[src/hdl/pd_pkg.sv]
// Constants and types for the DRAM power-down and clock-change sequencer.
// Assumes the DRAM clock equals mclk (50 MHz); all timings become mclk cycles.
package pd_pkg;

    // Times held in units of 0.01 ns so that fractional figures stay exact
    localparam int TCK_CNS      = 2000;
    localparam int TCKE_CNS     = 750;
    localparam int TCKE_NCK     = 4;
    localparam int TCMDCKE_CNS  = 175;
    localparam int TCMDCKE_NCK  = 3;
    localparam int TCKELCK_CNS  = 500;
    localparam int TCKELCK_NCK  = 5;
    localparam int TCSCKE_CNS   = 175;
    localparam int TCKELCS_CNS  = 500;
    localparam int TCKELCS_NCK  = 5;
    localparam int TCKCKEH_CNS  = 175;
    localparam int TCKCKEH_NCK  = 3;
    localparam int TXP_CNS      = 750;
    localparam int TXP_NCK      = 5;
    localparam int TCSCKEH_CNS  = 175;
    localparam int TCKEHCS_CNS  = 750;
    localparam int TCKEHCS_NCK  = 5;
    localparam int TMRWCKEL_CNS = 1400;
    localparam int TMRWCKEL_NCK = 10;
    localparam int TZQCKE_CNS   = 175;
    localparam int TZQCKE_NCK   = 3;
    localparam int FREL_NCK     = 2;
    localparam int WAP_EXTRA    = 3;
    localparam int TW           = 10;

    // A delay expires only when both the time and the cycle count have passed
    function automatic int cyc(int cns, int nck);
        int c;
        c = (cns + TCK_CNS - 1) / TCK_CNS;
        return (c > nck) ? c : nck;
    endfunction : cyc

    function automatic int imax(int a, int b);
        return (a > b) ? a : b;
    endfunction : imax

    localparam int CKE_CYC    = cyc(TCKE_CNS, TCKE_NCK);
    localparam int CMDCKE_CYC = cyc(TCMDCKE_CNS, TCMDCKE_NCK);
    localparam int CSCKE_CYC  = cyc(TCSCKE_CNS, 1);
    localparam int LOWHOLD    = imax(cyc(TCKELCK_CNS, TCKELCK_NCK), cyc(TCKELCS_CNS, TCKELCS_NCK));
    localparam int CKCKEH_CYC = imax(cyc(TCKCKEH_CNS, TCKCKEH_NCK), cyc(TCSCKEH_CNS, 1));
    localparam int XP_CYC     = imax(cyc(TXP_CNS, TXP_NCK), cyc(TCKEHCS_CNS, TCKEHCS_NCK));
    localparam int MRWCKEL_CYC = cyc(TMRWCKEL_CNS, TMRWCKEL_NCK);
    localparam int ZQCKE_CYC  = cyc(TZQCKE_CNS, TZQCKE_NCK);

    typedef enum logic [2:0] {
        CMD_RD, CMD_WR, CMD_MWR, CMD_MRR, CMD_MRW, CMD_ZQ, CMD_OTHER
    } cmd_kind_t;

    typedef struct packed {
        cmd_kind_t kind;
        logic      ap;
    } cmd_t;

    typedef struct packed {
        logic [5:0] rl;
        logic [5:0] wl;
        logic [5:0] bl_half;
        logic [5:0] nwr;
        logic [5:0] twr;
        logic [5:0] tdqsck;
        logic [5:0] tdqss;
        logic [5:0] tdqs2dq;
        logic [7:0] mrw_extra;
        logic       read_postamble_select;
        logic [2:0] dq_odt_setting;
    } cfg_t;

    typedef struct packed {
        logic cke;
        logic cs;
        logic ck_run;
    } pins_t;

endpackage : pd_pkg

[src/hdl/pd_ctrl.sv]
// Host-side power-down, clock-stop and clock-change sequencer for a low-power DRAM.
// Assumes commands come in on mclk, DRAM clock = mclk gated by ck_run.
module pd_ctrl (
    input  wire logic     mclk,
    input  wire logic     rst,
    input  wire logic     cmd_valid,
    output logic          cmd_ready,
    input  pd_pkg::cmd_t  cmd_in,
    input  pd_pkg::cfg_t  cfg,
    input  wire logic     pd_req,
    input  wire logic     clk_stop_req,
    input  wire logic     fchg_req,
    output pd_pkg::cmd_t  cmd_out_r,
    output logic          cmd_issue_r,
    output pd_pkg::pins_t pins_r,
    output logic          in_pd_r,
    output logic          mrw_advise_r
);
    import pd_pkg::*;

    typedef enum logic [2:0] {
        S_ACT, S_ENTRY, S_PD, S_WAKE, S_XP, S_FCHG, S_FREL
    } state_t;

    state_t        state_r;
    state_t        state_nxt;
    logic [TW-1:0] wait_r;
    logic [TW-1:0] wait_nxt;
    logic [TW-1:0] tmr_r;
    logic [TW-1:0] tmr_nxt;
    logic [TW-1:0] pulse_r;
    logic [TW-1:0] pulse_nxt;
    logic [TW-1:0] dly;
    logic [TW-1:0] wbase;
    logic [TW-1:0] wdec;
    pins_t         pins_nxt;
    cmd_t          cmd_out_nxt;
    logic          issue_nxt;
    logic          in_pd_nxt;
    logic          advise_nxt;
    logic          accept;
    logic          idle_ok;

    // Earliest clock-enable fall after each command kind
    always_comb begin
        wbase = TW'(cfg.wl) + TW'(cfg.tdqss) + TW'(cfg.tdqs2dq) + TW'(cfg.bl_half);
        unique case (cmd_in.kind)
            CMD_RD, CMD_MRR: begin
                dly = TW'(cfg.rl) + TW'(cfg.tdqsck) + TW'(cfg.bl_half)
                    + (cfg.read_postamble_select ? TW'(2) : TW'(1));
            end
            // Termination setting deliberately not consulted
            CMD_WR, CMD_MWR: begin
                if (cmd_in.ap) begin
                    dly = wbase + TW'(cfg.nwr) + TW'(WAP_EXTRA);
                end else begin
                    dly = wbase + TW'(cfg.twr);
                end
            end
            CMD_MRW: begin
                dly = (TW'(cfg.mrw_extra) > TW'(MRWCKEL_CYC)) ?
                      TW'(cfg.mrw_extra) : TW'(MRWCKEL_CYC);
            end
            CMD_ZQ: begin
                dly = TW'(ZQCKE_CYC);
            end
            default: begin
                dly = TW'(CMDCKE_CYC);
            end
        endcase
    end

    // Commands only flow in normal operation and not while a change is asked for
    assign cmd_ready = (state_r == S_ACT) && !pd_req && !fchg_req;
    assign accept    = cmd_valid && cmd_ready;
    // Nothing outstanding: every data burst and command timing has run out
    // CS must sit low through the cycle before the fall as well
    assign idle_ok   = (wait_r == '0) && !cmd_valid && !pins_r.cs && !cmd_issue_r;

    // Deadline tracker: keeps the latest of all pending fall deadlines
    always_comb begin
        wdec = (wait_r != '0) ? (wait_r - TW'(1)) : wait_r;
        wait_nxt = wdec;
        if (accept && (dly > wdec)) begin
            wait_nxt = dly;
        end
    end

    always_comb begin
        state_nxt   = state_r;
        tmr_nxt     = (tmr_r != '0) ? (tmr_r - TW'(1)) : tmr_r;
        pins_nxt    = pins_r;
        pins_nxt.cs = accept;
        cmd_out_nxt = accept ? cmd_in : cmd_out_r;
        issue_nxt   = accept;
        advise_nxt  = 1'b0;
        unique case (state_r)
            S_ACT: begin
                if (pd_req && idle_ok && (pulse_r >= TW'(CKE_CYC - 1))) begin
                    state_nxt    = S_ENTRY;
                    pins_nxt.cke = 1'b0;
                    tmr_nxt      = TW'(LOWHOLD - 1);
                end else if (fchg_req && idle_ok) begin
                    state_nxt       = S_FCHG;
                    pins_nxt.ck_run = 1'b0;
                end
            end
            S_ENTRY: begin
                // Clock and CS held until the device has latched the fall
                pins_nxt.ck_run = 1'b1;
                if (tmr_r == '0) begin
                    state_nxt = S_PD;
                    pins_nxt.ck_run = !clk_stop_req;
                end
            end
            S_PD: begin
                // Clock may stop or change here; ZQ calibration carries on inside
                pins_nxt.ck_run = !clk_stop_req;
                if (!pd_req && (pulse_r >= TW'(CKE_CYC - 1))) begin
                    state_nxt       = S_WAKE;
                    pins_nxt.ck_run = 1'b1;
                    tmr_nxt         = TW'(CKCKEH_CYC - 1);
                end
            end
            S_WAKE: begin
                if (tmr_r == '0) begin
                    state_nxt    = S_XP;
                    pins_nxt.cke = 1'b1;
                    tmr_nxt      = TW'(XP_CYC - 1);
                end
            end
            S_XP: begin
                if (tmr_r == '0) begin
                    state_nxt = S_ACT;
                end
            end
            S_FCHG: begin
                if (!fchg_req) begin
                    state_nxt       = S_FREL;
                    pins_nxt.ck_run = 1'b1;
                    tmr_nxt         = TW'(FREL_NCK + XP_CYC - 1);
                end
            end
            S_FREL: begin
                if (tmr_r == '0) begin
                    state_nxt  = S_ACT;
                    advise_nxt = 1'b1;
                end
            end
            default: begin
                state_nxt = S_ACT;
            end
        endcase
        in_pd_nxt = (state_nxt == S_ENTRY) || (state_nxt == S_PD) || (state_nxt == S_WAKE);
        // Pulse-width counter restarts on every clock-enable edge
        if (pins_nxt.cke != pins_r.cke) begin
            pulse_nxt = '0;
        end else if (pulse_r != '1) begin
            pulse_nxt = pulse_r + TW'(1);
        end else begin
            pulse_nxt = pulse_r;
        end
    end

    always_ff @(posedge mclk or posedge rst) begin
        if (rst) begin
            state_r      <= S_ACT;
            wait_r       <= '0;
            tmr_r        <= '0;
            pulse_r      <= '0;
            pins_r       <= '{cke: 1'b1, cs: 1'b0, ck_run: 1'b1};
            cmd_out_r    <= '{kind: CMD_OTHER, ap: 1'b0};
            cmd_issue_r  <= 1'b0;
            in_pd_r      <= 1'b0;
            mrw_advise_r <= 1'b0;
        end else begin
            state_r      <= state_nxt;
            wait_r       <= wait_nxt;
            tmr_r        <= tmr_nxt;
            pulse_r      <= pulse_nxt;
            pins_r       <= pins_nxt;
            cmd_out_r    <= cmd_out_nxt;
            cmd_issue_r  <= issue_nxt;
            in_pd_r      <= in_pd_nxt;
            mrw_advise_r <= advise_nxt;
        end
    end
endmodule : pd_ctrl

[config.mk]
export PLATFORM = sky130hd
export DESIGN_NAME = pd_ctrl
export DESIGN_NICKNAME = d
export VERILOG_FILES = /design/src/hdl/pd_pkg.sv /design/src/hdl/pd_ctrl.sv
export SDC_FILE = /design/constraint.sdc
export NUM_CORES = 1
export LEC_CHECK = 0
export ABC_CLOCK_PERIOD_IN_PS = 3300
export BUFFER_PORTS_ARGS = -buffer_cell sky130_fd_sc_hd__buf_2
export CAP_MARGIN = 40
export CORE_MARGIN = 2
export CORE_UTILIZATION = 44
export CTS_BUF_LIST = sky130_fd_sc_hd__clkbuf_4
export CTS_CLUSTER_SIZE = 20
export DETAILED_ROUTE_END_ITERATION = 7
export PLACE_DENSITY = 0.68
export SYNTH_ARGS = -nofsm -noshare
export SYNTH_HDL_FRONTEND = slang
export SYNTH_SLANG_ARGS = --single-unit
[constraint.sdc]
create_clock -name mclk -period 3.3 [get_ports mclk]
set_input_delay 0.33 -clock mclk [delete_from_list [all_inputs] [get_ports mclk]]
set_output_delay 0.33 -clock mclk [all_outputs]
set_load 0.1 [all_outputs]
==> results.txt <==
The run finished, with violations left. The final reports fail on negative setup slack. The number of max-slew violations in the final report was 0. In this run the cell area measured after placement is ~5700 sq um.

From bottom edge to top edge, the die measures roughly 110 microns. The relative area change from synthesis to final layout came out at 33.7%. During synthesis, Yosys emitted a total of 0 warnings. STA classifies the critical path startpoint as a primary input. The worst slew slack as a fraction of its limit came out at 0.575. The total CTS buffers is 5. The chip width came out at 106 microns. Entering global routing, the biggest net connects 43 pins. The setup clock skew after layout is approximately 34 ps.

The final setup violation count is 9. The total iterations of the first detailed-routing run came out at 4. The area share of the largest cell type after synthesis came out at 0.207.

The initial standard-cell utilization of the core came out at 0.448. The final RePlAce weighted congestion is slightly above 0.9. After global routing the overflow that remains totals 0. Setup repair after global routing could not meet its margin everywhere. Of the available clock period, the critical path in the final layout requires 1.55. The synthesized area per cell came out at around 8.5 sq um. After floorplanning, the core was sized to cover approximately 10000 sq um. The average via count per standard cell is approximately 5.4. In this run the worst path has a maximum fanout of 7. The first-pass GRT wire length came out at 20200 microns.

Of the total power, combinational logic draws 0.715. The root buffer selected by CTS is clkbuf_4. The post-route minimum period came out at between 5000 and 6000 ps. The internal portion of total power came out at slightly below 0.002 W. The fmax is about 200 MHz. The total routing resource utilization after global routing is 0.218. The filler cells instantiated in the layout total approximately 920. TritonCTS built the clock tree. The sequential group share of total power is 0.159. The die covers 11300 sq um. The half-perimeter wire length after placement is about 9700 microns. Clock latency on the worst-skew pair, taken at its later pin, is about 370 ps. Summing all multi-input logic gate instances after layout gives 3520 sq um.

After synthesis, the most frequently instantiated cells are 63 x inv_1, 53 x nor2_1, 50 x ha_1, 42 x nand2_1, 38 x dfrtp_1. The number of cells traversed by the worst register-to-register path came out at 15. Synthesis handed over a netlist of 540 instances. The max-cap check violation count came out at 0. The net count of the finished layout is about 840.

The synthesized net count is 682. The worst path setup slack after routing is -1830 ps. The distinct cell type count of the synthesized netlist is 65. In the routed design, unresolved DRC markers number 0. The cell area after synthesis is approximately 4600 sq um. The share of post-route cells with drive strength above 1 is 0.329.

Yosys mapped a number of flops with a built-in enable equal to 0. Buffers placed on the I/O ports in this run total 77. The share of the core filled with cells in the final layout came out at 0.600. The most common cell in the synthesized netlist is inv_1. The via count of the first global-routing pass came to roughly 4600. The leakage dissipation came out at slightly below 3 nW. The register area share after synthesis is 0.230. The endpoint required time on the critical path is between 3000 and 4000 ps.

In this run the power spent charging and discharging nets is between 0.001 and 0.0015 W. In the post-synthesis netlist, the biggest area contributors are dfrtp_1 21%, ha_1 14%, fa_1 9.6%, inv_1 5.2%, nor2_1 4.3%. Summing over every cut layer, the via total after detailed routing is roughly 4500. The initial antenna violation count was 0. The critical path start-end classification is primary input to register. The count of final hold-check violations was 0.

The worst setup path is captured at a register. about 80 I/O pins were placed. The min-delay analysis places its worst path in the category primary input to asynchronous set/reset pin. The maximum ir drop on the vdd rail came out at between 200 and 300 uV. The net switching fraction of the power is 0.391. Of all flip-flops after synthesis, the portion carrying an async set or reset was 1.00. Summed over all instances, the cell type with the most area after synthesis is dfrtp_1. At the pin with the least slew margin, the transition time is about 630 ps.

The clock network fraction of design power is 0.127. The row count is 37. The average wire per standard cell is 14.4 microns. In this run the remaining antenna-violating nets after routing total 0. The maximum clock path buffer count came out at 2. Dividing total power by cell area gives a power density of 529 nW/um^2.

In this run, post-CTS hold repair placed 0 buffers. The leading register cell type out of synthesis is dfrtp_1. The H-tree was split into 2 levels.

STA puts the critical path data arrival time at about 5400 ps. After clock tree synthesis, the clock-pin slew on the worst setup and hold paths is ~150 ps. The sum of routed wire length over all layers is 12000 microns. The number of DRC markers after the initial detailed-route iteration came out at 149. The clock net in this run drives a total of between 40 and 50 sinks. After synthesis the netlist holds a flip-flop and latch count of 42.

The register area came out at 1060 sq um. The summed area of non-filler cells in the final layout is approximately 6100 sq um.
## cell type report
type	count	area share
Clock inverter	3	0.0112
Tap cell	136	0.0277
Timing Repair Buffer	161	0.168
Multi-Input combinational cell	422	0.574
Inverter	64	0.0404
Sequential cell	42	0.172
Antenna cell	1	0.000408
Clock buffer	5	0.00612
## repair_timing
action | in CTS | in global routing
resized for setup | 32 | 9
buffers inserted | 8 | 1
endpoints found under the setup margin | 9 | 9
pin swaps | 30 | 9
## sequential cells by signal (all words and copies together) (netlist names)
signal,count
pulse_r,10
tmr_r,10
wait_r,10
cmd_out_r,4
pins_r,3
state_r,3
in_pd_r,1
mrw_advise_r,1
## power by group through the flow
| stage | sequential, W | clock (W) | combinational, W |
|---|---|---|---|
| after CTS | 0.000515 | 0.000420 | 0.00221 |
| after floorplan | 0.000524 | 0 | 0.00114 |
| after global routing | 0.000515 | 0.000443 | 0.00255 |
| final | 0.000515 | 0.000411 | 0.00232 |
| after detailed placement | 0.000524 | 0 | 0.00194 |
| after global placement | 0.000524 | 0 | 0.00187 |
## per-layer routing
metal / vias to the layer above / part of all wire / GRT usage / routed length [microns]
met5: - / 0 / 0 / 0
met4: 0 / 0.030 / 0.0827 / 359
met3: 27 / 0.040 / 0.0221 / 476
met2: 129 / 0.50 / 0.397 / 6030
met1: 2136 / 0.43 / 0.263 / 5120
li1: 2242 / - / - / -
## path summary, 6_finish.rpt
check	start	end	slack (ps)
max	cfg[43]	wait_r[7]	-1830
min	rst	state_r[1]	60
max reg2reg	wait_r[0]	wait_r[7]	-120
min reg2reg	cmd_out_r[2]	cmd_out_r[2]	490
max in group asynchronous	rst	cmd_out_r[2]	2820
min in group mclk	clk_stop_req	pins_r[0]	370
## cells by family after synthesis
family	share of synthesized area
AOI/OAI and AO/OA	0.184
and+or+nand+nor	0.211
muxes	0.0295
adders and majority gates	0.235
xor gates and xnor gates	0.0458
DFF	0.230
buffers and inverters	0.0644
## critical path, cell delays in order
cell      delay [ps]
buf_8             90
inv_8             30
fa_1             520
inv_1             50
fa_1             460
ha_2             210
fa_2             370
a21o_1           200
a211oi_2         250
nor2_4           100
buf_4            150
ha_4             260
o211ai_1          80
o21ai_1          210
buf_4            160
xnor2_1           50
a2111o_1         430
ha_4             300
o21a_1           120
o21ai_2           60
a221oi_2         300
nand3_2          230
buf_6            180
mux2i_1          130
o31ai_1           90
## cell usage in the layout, fill, tap and decap left out, drive strengths merged, types with 11 or more instances in the layout
cell type and n:
a211oi 11, a21o 11, a21oi 27, buf 161, dfrtp 38, fa 22
ha 50, inv 64, nand2 42, nand3 13, nor2 54, nor3 20
o21ai 29, xnor2 13, xor2 11
## through the flow
stage / std cells / setup WS [ps] / total power, W / TNS, ps / hold WS [ps]
after floorplan: 540 / -1780 / 0.00166 / -15650 / 477
after global placement: 816 / -2180 / 0.00239 / -19270 / 470
after detailed placement: 816 / -2360 / 0.00246 / -20510 / 474
after CTS: 832 / -1780 / 0.00315 / -15200 / 64.3
after global routing: 833 / -2050 / 0.00351 / -17570 / 71.4
final: 834 / -1830 / 0.00324 / -15680 / 56.7
Power figures use the tool's default switching activity.
